==> src/pkg/timer_defines.svh <==
// register indices, field positions, reset values and prescale figures of the timer block
`ifndef TIMER_DEFINES_SVH
`define TIMER_DEFINES_SVH

// ******************************************
// register indices (byte address = 4 * index)
// ******************************************
`define IDX_EDGE_POLARITY   6'h03
`define IDX_TIMER_A_CTRL    6'h18
`define IDX_TIMER_B_CTRL    6'h1A
`define IDX_TIMER_CD_CTRL   6'h1D
`define IDX_TIMER_A_RELOAD  6'h1E
`define IDX_TIMER_B_RELOAD  6'h1F
`define IDX_TIMER_C_RELOAD  6'h20
`define IDX_TIMER_D_RELOAD  6'h21

// ******************************************
// field positions
// ******************************************
`define AB_MODE_MSB         3
`define AB_OUT_RESET_BIT    4
`define CD_C_MODE_MSB       6
`define CD_C_MODE_LSB       4
`define CD_D_MODE_MSB       2
`define EDGE_BIT_A          4
`define EDGE_BIT_B          3
`define MODE_EVENT_BIT      3

// ******************************************
// values
// ******************************************
`define RESET_BYTE          8'h00
`define LVL_AFTER_RESET     2'h3    // both aux and io levels read active while edge bits and pins rest at zero
`define COUNT_TERMINAL      8'h01
`define MODE_STOPPED        4'h0
`define MODE_EVENT          4'h8
`define PRESC_CODE_STOP     3'h0
`define DIV_4               8'h04
`define DIV_10              8'h0A
`define DIV_16              8'h10
`define DIV_50              8'h32
`define DIV_64              8'h40
`define DIV_100             8'h64
`define DIV_200             8'hC8
`define RESP_OKAY           2'h0
`define RESP_SLVERR         2'h2

`endif

==> src/pkg/timer_pkg.sv <==
// types shared by the prescaled timer block
package timer_pkg;

    // operating mode after decoding a mode field
    typedef enum logic [1:0] {
        MODE_STOP,
        MODE_DELAY,
        MODE_EVENT_COUNT,
        MODE_PULSE_WIDTH
    } timer_mode_t;

    // working state of one timer
    typedef struct packed {
        logic [7:0] count;
        logic [7:0] reload;
        logic [7:0] presc;
        logic       out;
    } timer_state_t;

    // one AXI4-Lite read answer
    typedef struct packed {
        logic [31:0] data;
        logic [1:0]  resp;
    } axi_rd_t;

endpackage

==> src/hdl/four_channel_prescaled_timer.sv <==
// four 8-bit prescaled down-counter timers with an AXI4-Lite register slave
//
// Chosen here: the AXI4-Lite slave port.
`timescale 1ns/1ps
`include "timer_defines.svh"

module four_channel_prescaled_timer
    import timer_pkg::*;
#(
    parameter int ADDR_W = 8
) (
    // clock, reset, enable
    input  wire logic              clk_sys,
    input  wire logic              sys_rst,
    input  wire logic              clk_en,
    // AXI4-Lite write address and data
    input  wire logic [ADDR_W-1:0] s_axi_awaddr,
    input  wire logic              s_axi_awvalid,
    output logic                   s_axi_awready,
    input  wire logic [31:0]       s_axi_wdata,
    input  wire logic [3:0]        s_axi_wstrb,
    input  wire logic              s_axi_wvalid,
    output logic                   s_axi_wready,
    // AXI4-Lite write response
    output logic [1:0]             s_axi_bresp,
    output logic                   s_axi_bvalid,
    input  wire logic              s_axi_bready,
    // AXI4-Lite read
    input  wire logic [ADDR_W-1:0] s_axi_araddr,
    input  wire logic              s_axi_arvalid,
    output logic                   s_axi_arready,
    output logic [31:0]            s_axi_rdata,
    output logic [1:0]             s_axi_rresp,
    output logic                   s_axi_rvalid,
    input  wire logic              s_axi_rready,
    // auxiliary inputs and general-purpose lines
    input  wire logic              timer_a_aux_input,
    input  wire logic              timer_b_aux_input,
    input  wire logic              io_line_four,
    input  wire logic              io_line_three,
    // timer outputs and event pulses
    output logic                   timer_a_output,
    output logic                   timer_b_output,
    output logic                   timer_c_output,
    output logic                   timer_d_output,
    output logic [3:0]             timeout_pulse,
    output logic                   io_four_event,
    output logic                   io_three_event
);

    // ******************************************
    // helper functions
    // ******************************************

    // prescale code to divisor
    function automatic logic [7:0] presc_div(input logic [2:0] code);
        case (code)
            3'h1:    presc_div = `DIV_4;
            3'h2:    presc_div = `DIV_10;
            3'h3:    presc_div = `DIV_16;
            3'h4:    presc_div = `DIV_50;
            3'h5:    presc_div = `DIV_64;
            3'h6:    presc_div = `DIV_100;
            3'h7:    presc_div = `DIV_200;
            default: presc_div = `DIV_4;
        endcase
    endfunction

    // mode field to operating mode
    function automatic timer_mode_t mode_of(input logic [3:0] code);
        if (code == `MODE_STOPPED) begin
            mode_of = MODE_STOP;
        end else if (code == `MODE_EVENT) begin
            mode_of = MODE_EVENT_COUNT;
        end else if (code[`MODE_EVENT_BIT]) begin
            mode_of = MODE_PULSE_WIDTH;
        end else begin
            mode_of = MODE_DELAY;
        end
    endfunction

    // ******************************************
    // registers
    // ******************************************
    logic [7:0]   edge_polarity_register;
    logic [7:0]   timer_a_control;
    logic [7:0]   timer_b_control;
    logic [7:0]   timer_cd_control;
    timer_state_t tmr_reg [4];
    logic [3:0]   mode_code [4];
    timer_mode_t  mode [4];
    logic [1:0]   aux_meta_reg;
    logic [1:0]   aux_sync_reg;
    logic [1:0]   aux_lvl_prev_reg;
    logic [1:0]   io_prev_reg;
    logic [1:0]   io_lvl_prev_reg;
    logic [1:0]   aux_lvl;
    logic [1:0]   aux_edge;
    logic [1:0]   io_lvl;
    logic [1:0]   edge_bit;
    logic [3:0]   tick;
    logic [3:0]   run;
    logic         wr_fire;
    logic         ar_fire;
    logic         wr_en;
    logic [5:0]   wr_idx;
    logic [5:0]   rd_idx;
    logic [3:0]   reload_wr;
    axi_rd_t      rd_next;

    // mode codes of the four timers
    assign mode_code[0] = timer_a_control[`AB_MODE_MSB:0];
    assign mode_code[1] = timer_b_control[`AB_MODE_MSB:0];
    assign mode_code[2] = {1'b0, timer_cd_control[`CD_C_MODE_MSB:`CD_C_MODE_LSB]};
    assign mode_code[3] = {1'b0, timer_cd_control[`CD_D_MODE_MSB:0]};

    // ******************************************
    // AXI4-Lite slave
    // ******************************************
    assign wr_fire = s_axi_awvalid && s_axi_wvalid && s_axi_awready && s_axi_wready;
    assign ar_fire = s_axi_arvalid && s_axi_arready;
    assign wr_idx  = s_axi_awaddr[7:2];
    assign rd_idx  = s_axi_araddr[7:2];
    assign wr_en   = wr_fire && s_axi_wstrb[0];

    // write handshake: take address and data together, then answer
    always_ff @(posedge clk_sys) begin
        if (sys_rst) begin
            s_axi_awready <= 1'b0;
            s_axi_wready  <= 1'b0;
            s_axi_bvalid  <= 1'b0;
            s_axi_bresp   <= `RESP_OKAY;
        end else if (clk_en) begin
            s_axi_awready <= 1'b0;
            s_axi_wready  <= 1'b0;
            if (s_axi_awvalid && s_axi_wvalid && !s_axi_awready && !s_axi_bvalid) begin
                s_axi_awready <= 1'b1;
                s_axi_wready  <= 1'b1;
            end
            if (wr_fire) begin
                s_axi_bvalid <= 1'b1;
                case (wr_idx)
                    `IDX_EDGE_POLARITY, `IDX_TIMER_A_CTRL, `IDX_TIMER_B_CTRL, `IDX_TIMER_CD_CTRL,
                    `IDX_TIMER_A_RELOAD, `IDX_TIMER_B_RELOAD, `IDX_TIMER_C_RELOAD,
                    `IDX_TIMER_D_RELOAD: s_axi_bresp <= `RESP_OKAY;
                    default:             s_axi_bresp <= `RESP_SLVERR;
                endcase
            end else if (s_axi_bvalid && s_axi_bready) begin
                s_axi_bvalid <= 1'b0;
            end
        end
    end

    // read mux over the live registers; its output is captured at the read strobe
    always_comb begin
        rd_next = '{data: 32'h0000_0000, resp: `RESP_OKAY};
        case (rd_idx)
            `IDX_EDGE_POLARITY:  rd_next.data[7:0] = edge_polarity_register;
            `IDX_TIMER_A_CTRL:   rd_next.data[7:0] = timer_a_control;
            `IDX_TIMER_B_CTRL:   rd_next.data[7:0] = timer_b_control;
            `IDX_TIMER_CD_CTRL:  rd_next.data[7:0] = timer_cd_control;
            `IDX_TIMER_A_RELOAD: rd_next.data[7:0] = tmr_reg[0].count;
            `IDX_TIMER_B_RELOAD: rd_next.data[7:0] = tmr_reg[1].count;
            `IDX_TIMER_C_RELOAD: rd_next.data[7:0] = tmr_reg[2].count;
            `IDX_TIMER_D_RELOAD: rd_next.data[7:0] = tmr_reg[3].count;
            default:             rd_next.resp      = `RESP_SLVERR;
        endcase
    end

    // read handshake: the accept edge is the data strobe that captures counts
    always_ff @(posedge clk_sys) begin
        if (sys_rst) begin
            s_axi_arready <= 1'b0;
            s_axi_rvalid  <= 1'b0;
            s_axi_rdata   <= 32'h0000_0000;
            s_axi_rresp   <= `RESP_OKAY;
        end else if (clk_en) begin
            s_axi_arready <= s_axi_arvalid && !s_axi_arready && !s_axi_rvalid;
            if (ar_fire) begin
                s_axi_rvalid <= 1'b1;
                s_axi_rdata  <= rd_next.data;
                s_axi_rresp  <= rd_next.resp;
            end else if (s_axi_rvalid && s_axi_rready) begin
                s_axi_rvalid <= 1'b0;
            end
        end
    end

    // control register writes
    always_ff @(posedge clk_sys) begin
        if (sys_rst) begin
            edge_polarity_register <= `RESET_BYTE;
            timer_a_control        <= `RESET_BYTE;
            timer_b_control        <= `RESET_BYTE;
            timer_cd_control       <= `RESET_BYTE;
        end else if (clk_en && wr_en) begin
            case (wr_idx)
                `IDX_EDGE_POLARITY: edge_polarity_register <= s_axi_wdata[7:0];
                `IDX_TIMER_A_CTRL:  timer_a_control  <= {3'h0, s_axi_wdata[`AB_OUT_RESET_BIT:0]};
                `IDX_TIMER_B_CTRL:  timer_b_control  <= {3'h0, s_axi_wdata[`AB_OUT_RESET_BIT:0]};
                `IDX_TIMER_CD_CTRL: timer_cd_control <= {1'b0, s_axi_wdata[`CD_C_MODE_MSB:`CD_C_MODE_LSB],
                                                         1'b0, s_axi_wdata[`CD_D_MODE_MSB:0]};
                default: ;
            endcase
        end
    end

    // reload write strobes per timer
    always_comb begin
        reload_wr    = 4'h0;
        reload_wr[0] = wr_en && (wr_idx == `IDX_TIMER_A_RELOAD);
        reload_wr[1] = wr_en && (wr_idx == `IDX_TIMER_B_RELOAD);
        reload_wr[2] = wr_en && (wr_idx == `IDX_TIMER_C_RELOAD);
        reload_wr[3] = wr_en && (wr_idx == `IDX_TIMER_D_RELOAD);
    end

    // ******************************************
    // auxiliary inputs
    // ******************************************

    // two-stage synchroniser on the aux inputs, one stage on the io lines, then a history stage for edge detection
    always_ff @(posedge clk_sys) begin
        if (sys_rst) begin
            aux_meta_reg     <= 2'h0;
            aux_sync_reg     <= 2'h0;
            aux_lvl_prev_reg <= `LVL_AFTER_RESET;                                     // no false edge after reset
            io_prev_reg      <= 2'h0;
            io_lvl_prev_reg  <= `LVL_AFTER_RESET;
        end else if (clk_en) begin
            aux_meta_reg     <= {timer_b_aux_input, timer_a_aux_input};
            aux_sync_reg     <= aux_meta_reg;
            aux_lvl_prev_reg <= aux_lvl;
            io_prev_reg      <= {io_line_three, io_line_four};
            io_lvl_prev_reg  <= io_lvl;
        end
    end

    // exclusive-or detector: edge bit change moves the level too
    assign edge_bit[0] = edge_polarity_register[`EDGE_BIT_A];
    assign edge_bit[1] = edge_polarity_register[`EDGE_BIT_B];
    assign aux_lvl     = ~(aux_sync_reg ^ edge_bit);
    assign aux_edge    = aux_lvl & ~aux_lvl_prev_reg;
    assign io_lvl      = ~({io_prev_reg[1], io_prev_reg[0]} ^ edge_bit);

    // channel events: aux in special modes, else the plain io line
    always_ff @(posedge clk_sys) begin
        if (sys_rst) begin
            io_four_event  <= 1'b0;
            io_three_event <= 1'b0;
        end else if (clk_en) begin
            case (mode[0])
                MODE_PULSE_WIDTH: io_four_event <= ~aux_lvl[0] & aux_lvl_prev_reg[0];
                MODE_EVENT_COUNT: io_four_event <= aux_edge[0];
                default:          io_four_event <= io_lvl[0] & ~io_lvl_prev_reg[0];
            endcase
            case (mode[1])
                MODE_PULSE_WIDTH: io_three_event <= ~aux_lvl[1] & aux_lvl_prev_reg[1];
                MODE_EVENT_COUNT: io_three_event <= aux_edge[1];
                default:          io_three_event <= io_lvl[1] & ~io_lvl_prev_reg[1];
            endcase
        end
    end

    // ******************************************
    // timer cores
    // ******************************************

    // mode decode, run gating and count pulses
    always_comb begin
        for (int i = 0; i < 4; i++) begin
            mode[i] = mode_of(mode_code[i]);
            run[i]  = 1'b0;
            tick[i] = 1'b0;
            case (mode[i])
                MODE_DELAY: begin
                    run[i]  = 1'b1;
                    tick[i] = (tmr_reg[i].presc == 8'h00);
                end
                MODE_PULSE_WIDTH: begin
                    run[i]  = (i < 2) ? aux_lvl[i % 2] : 1'b0;
                    tick[i] = run[i] && (tmr_reg[i].presc == 8'h00);
                end
                MODE_EVENT_COUNT: begin
                    run[i]  = 1'b1;
                    tick[i] = (i < 2) ? aux_edge[i % 2] : 1'b0;
                end
                default: ;
            endcase
        end
    end

    // prescaler, down counter, reload and output toggle
    always_ff @(posedge clk_sys) begin
        if (sys_rst) begin
            for (int i = 0; i < 4; i++) begin
                tmr_reg[i] <= '{count: `RESET_BYTE, reload: `RESET_BYTE, presc: `RESET_BYTE, out: 1'b0};
            end
            timeout_pulse <= 4'h0;
        end else if (clk_en) begin
            for (int i = 0; i < 4; i++) begin
                timeout_pulse[i] <= 1'b0;
                // prescaler: discarded when stopped, held while gated off
                if (mode[i] == MODE_STOP || mode[i] == MODE_EVENT_COUNT) begin
                    tmr_reg[i].presc <= presc_div(mode_code[i][2:0]) - 8'h01;
                end else if (run[i]) begin
                    tmr_reg[i].presc <= tick[i] ? presc_div(mode_code[i][2:0]) - 8'h01
                                                : tmr_reg[i].presc - 8'h01;
                end
                if (reload_wr[i]) begin
                    tmr_reg[i].reload <= s_axi_wdata[7:0];
                end
                // main counter: 00 wraps to FF, giving 256 pulses per timeout
                if (reload_wr[i] && !run[i]) begin
                    tmr_reg[i].count <= s_axi_wdata[7:0];
                end else if (tick[i] && tmr_reg[i].count == `COUNT_TERMINAL) begin
                    tmr_reg[i].count <= reload_wr[i] ? s_axi_wdata[7:0]
                                                     : tmr_reg[i].reload;
                    timeout_pulse[i] <= 1'b1;
                    tmr_reg[i].out   <= ~tmr_reg[i].out;
                end else if (tick[i]) begin
                    tmr_reg[i].count <= tmr_reg[i].count - 8'h01;
                end
            end
            // software may force the A and B outputs back to reset state
            if (timer_a_control[`AB_OUT_RESET_BIT]) begin
                tmr_reg[0].out <= 1'b0;
            end
            if (timer_b_control[`AB_OUT_RESET_BIT]) begin
                tmr_reg[1].out <= 1'b0;
            end
        end
    end

    // outputs come straight from the output flip-flops
    assign timer_a_output = tmr_reg[0].out;
    assign timer_b_output = tmr_reg[1].out;
    assign timer_c_output = tmr_reg[2].out;
    assign timer_d_output = tmr_reg[3].out;

endmodule

==> config.mk <==
export PLATFORM = sky130hd
export DESIGN_NAME = four_channel_prescaled_timer
export DESIGN_NICKNAME = d
export VERILOG_FILES = /design/src/pkg/timer_pkg.sv /design/src/hdl/four_channel_prescaled_timer.sv
export VERILOG_INCLUDE_DIRS = /design/src /design/src/pkg
export SDC_FILE = /design/constraint.sdc
export NUM_CORES = 1
export LEC_CHECK = 0
export BUFFER_PORTS_ARGS = -buffer_cell sky130_fd_sc_hd__buf_2
export CORE_MARGIN = 2
export CORE_UTILIZATION = 64
export CTS_CLUSTER_DIAMETER = 200
export CTS_CLUSTER_SIZE = 24
export DETAILED_ROUTE_END_ITERATION = 7
export GPL_TIMING_DRIVEN = 1
export HOLD_SLACK_MARGIN = 0.03
export PLACE_DENSITY_LB_ADDON = 0.15
export SYNTH_ARGS = -nofsm -noshare
export SYNTH_HDL_FRONTEND = slang
export SYNTH_SLANG_ARGS = --single-unit
==> constraint.sdc <==
create_clock -name clk_sys -period 8 [get_ports clk_sys]
set_clock_uncertainty 0.2 [all_clocks]
set_input_delay 1.6 -clock clk_sys [delete_from_list [all_inputs] [get_ports clk_sys]]
set_output_delay 1.6 -clock clk_sys [all_outputs]
set_load 0.1 [all_outputs]
# Yosys cells after proc, flatten, opt, wreduce, memory -nomap -nowiden
# Memories as Yosys holds them, arrays and structs flattened.
# Cells that the tools add are included.
# W data, S select, Z words.
[classes]
add_sub_neg = 16
eq_ne = 56
n_mux = 218
bitwise = 48
reduce_logical = 66
[op_table]
columns = ["op", "count"]
rows = [
  ["$mux W8", 60],
  ["$pmux W8 S6", 4],
  ["$mux W1", 139],
  ["$sub A8 B1 Y8 const B", 16],
  ["$pmux W8 S8", 1],
  ["$eq A6 B5 Y1 const B", 10],
  ["$eq A3 B3 Y1 const B", 16],
  ["$eq A8 B1 Y1 const B", 4],
  ["$logic_not A8 Y1", 4],
  ["$or A1 B1 Y1", 30],
  ["$logic_and A1 B1 Y1", 26],
  ["$eq A3 B2 Y1 const B", 8],
  ["$eq A6 B6 Y1 const B", 4],
  ["$logic_not A4 Y1", 4],
  ["$mux W2", 8],
  ["$reduce_and A2 Y1", 8],
  ["$reduce_or A8 Y1", 2],
  ["$eq A2 B2 Y1 const B", 6],
  ["$eq A6 B2 Y1 const B", 2],
  ["$eq A2 B1 Y1 const B", 4],
  ["$eq A4 B4 Y1 const B", 2],
  ["$logic_not A1 Y1", 8],
  ["$logic_not A2 Y1", 4],
  ["$not A1 Y1", 8],
  ["other kinds (9)", 26],
]
[word_totals]
reg_bits = 56
mem_bits_rw = 100
wordCells = 424
n_memories = 1
[mem_list]
columns = ["memory", "depth", "width", "read_ports", "rd_ports_with_merged_regs", "wr", "line", "source"]
rows = [
  ["tmr_reg", 4, 25, 4, 0, 4, "four_channel_prescaled_timer.sv:89", "timer_state_t tmr_reg [4];"],
]

# Depth between registers and ports, before layout
# Gate-level depths: netlist of the first run.
[logic_depth]
word_depth = 15
ltp_mapped = 10
mapped_depth_nobuf = 8

# Worst setup path before layout of the first run
# Ideal clock, no wire load.
[synth_timing]
path_kind = "input to register"
from = "in s_axi_awaddr[5]"
to = "mem tmr_reg[3][17] (netlist bit), enable pin"
setup_ns = 0.384
arrival_time_ns = 3.151
required_ns = 7.416
slack_ns = 4.265
stages = 6
n_path_buf = 1
path_cell_list = "nor3_1 nand4_1 buf_1 nor2_1 a21oi_1 o21ai_0"
[synth_lines]
columns = ["item", "line", "source"]
rows = [
  ["from (decl)", "four_channel_prescaled_timer.sv:17", "input wire logic [ADDR_W-1:0] s_axi_awaddr,"],
  ["to (decl)", "four_channel_prescaled_timer.sv:89", ""],
]

==> run metrics, run 1 <==
status=complete, no violations; CP endpoint=tmr_reg[3][20]; initial antenna violation count=0; DP Worst Slack=3499 ps; TritonCTS clock tree=done; Gate power share=0.110; WL final=24280 um; IO Port Bufs=57; P&R area growth vs syn=8.779%; Startpoint Class=input pin; Net Sw Frac=0.2552; most frequent CP cell=nor3_1; Tot Pwr=1.949 mW; total CTS buffers=17; Total Neg Setup Slack=0 ps; grt ovf=0; Total GRT Usage=0.3072; mapped cell area=9592 sq um; Gates resized, CTS repair=0; antenna diode count=0; via count=8031; Critical Path Fanout Max=12; Ports=115; Arrival @ worst endpoint=4180 ps; share of cells above drive strength 1=0.1107; RSZ-0062 raised after global routing=no; DRC Markers=0; Detailed Place HPWL=16840 um; area of the multi-input gates=5036 sq um; YS warnings=0; RR Endpoint=tmr_reg[0][20]; reg-to-reg startpoint=timer_a_control[1]; worst hold slack=244.2 ps; Sequential Power Share=0.458; Final Hold Fails=0; Min-Delay Path Class=reg2reg; # clock sinks=154; hold buffer count at cts=0; FF-to-FF path depth=8; Synth Instances=1021; vias in the first global route=7289; setup slack, reg-to-reg=4400 ps; crit-path max cell delay=1020 ps; critical path class=in2reg; Core ar.=14590 sq um; CP Launch Point=s_axi_awaddr[5]; DIE AREA=15980 sq um; Post-synth EDFFs=100; largest net degree at the start of global routing=51; Final Slew Violations=0; pwr dens=186.8 nW/um^2; CP Capture Type=flop; slowest stage cell, crit path=nor3_1; routability cong.=0.8958; Hold Crit Depth=2; initial core utilization=0.6575; Cell Int Power=1.452 mW; DR iter-0 viols=920; leak pwr=4.003 nW; max_cap viols=0; Peak Freq=243.5 MHz; Final period util=0.5134; maximum vdd drop=0.0001325 V; Post-Layout Inst Area=10430 sq um; max layer used=met4; DRT Pass-1 Iters=5; register area=4084 sq um; final worst setup slack=3893 ps; # rows=44; worst skew pair latency=430 ps; worst path cell trace=buf_2 -> nor3_1 -> nand4_1 -> nor3_1 -> nand2_1 -> a22oi_1; Async S/R FF share, synth=0; Fillers=1097; Tmin final=4107 ps; most common cell after layout, fill and taps aside=edfxtp_1; switching power=0.4975 mW; DP Area=9823 sq um; Final Setup Violations=0; worst slew pin tran=1192 ps; max reg flops=100; clk buf depth=2; root buffer selected by CTS=clkbuf_16; Slew headroom=0.1987; vias per cell=6.471; register bit total from synthesis=154; post-synthesis cell type count=79; met2 wire len=10680 um; worst path required time=8070 ps; first-pass GRT wire length=38910 um; Routed wire per std cell=19.57 um; clock share of power=0.432; Nets=1134; Die X=126.4 um; Setup Buffers After CTS=0; Reg clk slew, reported paths=60 ps; sequential share of the synthesized area=0.4258; metal3 WL=2089 um; Synth Flop Type=edfxtp_1; Metal-1 WL=10990 um; CTS HTree Levels=4; syn avg cell area=9.394 sq um; Die Y=126.4 um; commonest non-fill, non-tap cells in the layout=edfxtp_1 (100), nor2_1 (96), nand2_1 (78); DRT antenna net count=0
area by class of cell:
class	instances	share of cell area
Sequential cell	154	0.3914
Tap cell	184	0.02206
Multi-Input combinational cell	773	0.4827
Clock inverter	11	0.01439
Inverter	32	0.01151
Clock buffer	21	0.04413
Timing Repair Buffer	66	0.03382
power groups by stage:
stage	sequential, mW	clock, mW	combinational (mW)
after floorplan	0.916	0	0.163
after global placement	0.907	0	0.208
after detailed placement	0.908	0	0.210
after CTS	0.891	0.849	0.211
after global routing	0.895	0.878	0.229
final	0.892	0.843	0.214
critical path, delay by kind of cell:
kind / cells / cell delay, ps
buffers and inverters: 1 / 130
AOI/OAI and AO/OA: 1 / 190
and+or+nand+nor: 4 / 2260
cells by family (layout without fill, tap and decap cells):
group | Yosys count | after routing | share of synthesized area
flops | 154 | 154 | 0.4258
other cells | 1 | 26 | 0.0003910
compound gates | 228 | 228 | 0.1631
simple gates | 381 | 381 | 0.2060
fa+ha+maj | 26 | 26 | 0.03392
buf+inv | 119 | 130 | 0.05922
xor+xnor | 51 | 51 | 0.04657
mux | 61 | 61 | 0.06509
Yosys cell counts (4+ instances only):
master,instances,area (sq um)
buf_4,28,210.2
o21ai_0,47,235.2
nor2b_1,4,25.02
nand2b_1,16,100.1
nand3_1,28,140.1
mux2_2,7,78.83
a32oi_1,8,70.07
nor2_1,96,360.4
buf_2,7,35.03
a211oi_1,22,165.2
or3_1,4,25.02
nor4_1,15,93.84
xor2_1,21,183.9
ha_1,26,325.3
clkbuf_1,47,176.4
mux2i_1,53,530.5
dfxtp_1,54,1081
a311oi_1,15,131.4
a221oi_1,5,43.79
nand4_1,9,56.30
xnor2_1,30,262.8
inv_1,31,116.4
nand2_1,78,292.8
a22o_1,5,43.79
a21o_1,10,75.07
a21oi_1,44,220.2
nand3b_1,8,60.06
a22oi_1,9,67.56
nor3_1,41,205.2
a31oi_1,15,93.84
and3_1,22,137.6
o21ai_1,8,40.04
nor3b_1,9,67.56
edfxtp_1,100,3003
o31ai_1,4,30.03
and2_1,20,125.1
o22ai_1,5,31.28
or4_1,7,52.55
buf_1,4,15.01
worst min path at each step:
| stage | startpoint | to | slack, ps |
|---|---|---|---|
| floorplan | io_lvl_prev_reg[0] | io_lvl_prev_reg[0] | 240 |
| global placement | s_axi_rdata[3] | s_axi_rdata[3] | 240 |
| detailed placement | s_axi_rdata[2] | s_axi_rdata[2] | 240 |
| CTS | s_axi_rdata[2] | s_axi_rdata[2] | 250 |
| global route | timeout_pulse[0] | timeout_pulse[0] | 270 |
| finish | s_axi_rdata[2] | s_axi_rdata[2] | 240 |
through the flow:
| step | std cells | utilization |
|---|---|---|
| after floorplan | 1046 | - |
| after global placement | 1209 | 0.6733 |
| after detailed placement | 1209 | 0.6733 |
| after CTS | 1241 | 0.7152 |
| after global routing | 1241 | 0.7152 |
| final | 1241 | 0.7152 |
routing by layer:
layer,global-route usage,vias to the layer above
li1,-,3801
met1,0.4558,3805
met2,0.4561,383
met3,0.05103,42
met4,0.1105,0
met5,0,-
(Power assumes the default switching activity.)
==> run 2, diff against run 1 <==
- CORE_UTILIZATION: 64 -> 59
- clock period: 8 -> 3.8 ns (I/O delays scaled with it)
==> run metrics, run 2 (synthesized netlist as in run 1, its figures left out) <==
P&R area growth vs syn=10.53%; Core ar.=15890 sq um (+8.9%); Final period util=0.8622; Tmin final=3276 ps; Min-Delay Path Class=reg2reg; Gate power share=0.112 (+0.002); DRC Markers=0 (unchanged); Total Neg Setup Slack=0 ps (unchanged); crit-path max cell delay=570 ps (-450 ps); RR Endpoint=tmr_reg[0][20]; setup slack, reg-to-reg=520 ps (-3880 ps); DP Area=9996 sq um (+1.8%); CTS HTree Levels=4 (unchanged); max_cap viols=0 (unchanged); DRT Pass-1 Iters=6 (+1); first-pass GRT wire length=39270 um (+0.94%); leak pwr=4.090 nW (+2.2%); most frequent CP cell=nor2_1; Post-Route Utilization=0.6674 (-0.04780); initial core utilization=0.6038 (-0.05365); worst hold slack=244.0 ps (-0.1910 ps); Total GRT Usage=0.2861 (-0.02112); hold_sp=s_axi_rdata[3]; antenna diode count=0 (unchanged); DR iter-0 viols=816 (-11%); maximum vdd drop=0.0003182 V (+140%); Critical Path Fanout Max=17 (+5); Setup Buffers After CTS=0 (unchanged); worst slew pin tran=1224 ps (+32.22 ps); Net Sw Frac=0.2659 (+0.01069); hold buffer count at cts=0 (unchanged); Final Hold Fails=0 (unchanged); routability cong.=0.9145 (+2.1%); Post-Layout Inst Area=10600 sq um (+1.6%); area of the multi-input gates=5036 sq um (unchanged); # rows=46 (+4.5%); vias in the first global route=7385 (+1.3%); commonest non-fill, non-tap cells in the layout=edfxtp_1 (100), nor2_1 (96), nand2_1 (78); switching power=1.087 mW (+120%); root buffer selected by CTS=clkbuf_16; DRT antenna net count=0 (unchanged); IO Port Bufs=57 (unchanged); cell family with most CP delay=compound AO/OA/AOI/OAI gates; Die X=131.5 um (+4.0%); Detailed Place HPWL=17490 um (+3.9%); register area=4084 sq um (unchanged); worst skew pair latency=430 ps (about the same); clk buf depth=2 (unchanged); Cell Int Power=3.001 mW (+110%); most common cell after layout, fill and taps aside=edfxtp_1; Stages on worst setup path=8 (+2); # clock sinks=154 (unchanged); Sequential Power Share=0.459 (about the same); max reg flops=100 (unchanged); Final Slew Violations=0 (unchanged); CP Launch Point=timer_a_control[1]; WL final=24750 um (+1.9%); Fillers=1334 (+22%); Gates resized, CTS repair=0 (unchanged); Peak Freq=305.2 MHz; status=complete, no violations; Arrival @ worst endpoint=3320 ps (-860 ps); DIE AREA=17290 sq um (+8.2%); Die Y=131.5 um (+4.0%); worst path cell trace=or2_2 -> nor2_1 -> clkinv_1 -> ha_1 -> a21o_1 -> a2bb2oi_2 -> nor2_1 -> a2111oi_2; Hold Crit Depth=2 (unchanged); worst path required time=3850 ps (-4220 ps); initial antenna violation count=0 (unchanged); Nets=1150 (+1.4%); TritonCTS clock tree=done; vias per cell=6.193 (-4.3%); RSZ-0062 raised after global routing=no; clock share of power=0.429 (-0.003); total CTS buffers=17 (unchanged); largest net degree at the start of global routing=42 (-18%); CP Capture Type=flop; worst path bufs/invs=1 (unchanged); FF-to-FF path depth=8 (unchanged); final worst setup slack=523.8 ps (-3369 ps); CP endpoint=tmr_reg[0][20]; reg-to-reg startpoint=timer_a_control[1]; share of cells above drive strength 1=0.1277 (+0.01699); Ports=115 (unchanged); pwr dens=385.6 nW/um^2 (+110%); Startpoint Class=flop; DP Worst Slack=474.9 ps (-3024 ps); slowest stage cell, crit path=a2bb2oi_2; via count=7983 (-0.60%); critical path class=reg2reg; grt ovf=0 (unchanged); Final Setup Violations=0 (unchanged); Slew headroom=0.1771 (-0.02166); Routed wire per std cell=19.20 um (-1.9%); Reg clk slew, reported paths=60 ps (about the same)
==> run 2: cell types whose count changed in the layout (fill, tap and decap cells not counted), sizes merged <==
cell | before | now
inv | 31 | 33
clkbuf | 21 | 22
clkinv | 8 | 7
bufinv | 4 | 2
buf | 66 | 82
==> run 2: layer usage <==
metal / GRT usage / part of all wire / up-vias
met2: 0.4351 / 0.44 / 375
li1: - / - / 3815
met4: 0.1045 / 0.026 / 0
met3: 0.05440 / 0.086 / 52
met1: 0.4080 / 0.45 / 3741
met5: 0 / 0 / -
==> run 2: area by class of cell <==
cell class / count / area share
clock buffer: 22 / 0.04685
clock inverter: 10 / 0.01027
inverter: 32 / 0.01133
multi-input combinational: 773 / 0.4750
sequential: 154 / 0.3852
tap: 216 / 0.02549
timing repair buffer: 82 / 0.04579
==> run 2: tightest hold or removal path, delay by kind of cell (launching register included) <==
| kind | cells | cell delay (ps) |
|---|---|---|
| compound gates | 1 | 50 |
| flops | 1 | 300 |
| simple gates | 1 | 50 |
==> run 2: how the worst min path moves through the flow <==
stage	slack [ps]	endpoint
floorplan	240	io_lvl_prev_reg[0]
global placement	230	s_axi_rdata[3]
detailed placement	240	s_axi_rdata[3]
CTS	250	s_axi_rdata[3]
global route	270	s_axi_rdata[0]
finish	240	s_axi_rdata[3]
==> run 2: stage by stage <==
stage / total power [mW] / instances
after global routing: 4.194 / 1289
after floorplan: 2.271 / 1046
final: 4.088 / 1289
after detailed placement: 2.361 / 1257
after CTS: 4.098 / 1289
after global placement: 2.355 / 1257
==> run 2: power by group through the flow <==
stage,combinational (mW),sequential (mW),clock [mW]
after floorplan,0.343,1.93,0
after global placement,0.446,1.91,0
after detailed placement,0.451,1.91,0
after CTS,0.454,1.87,1.77
after global routing,0.488,1.88,1.82
final,0.458,1.88,1.75
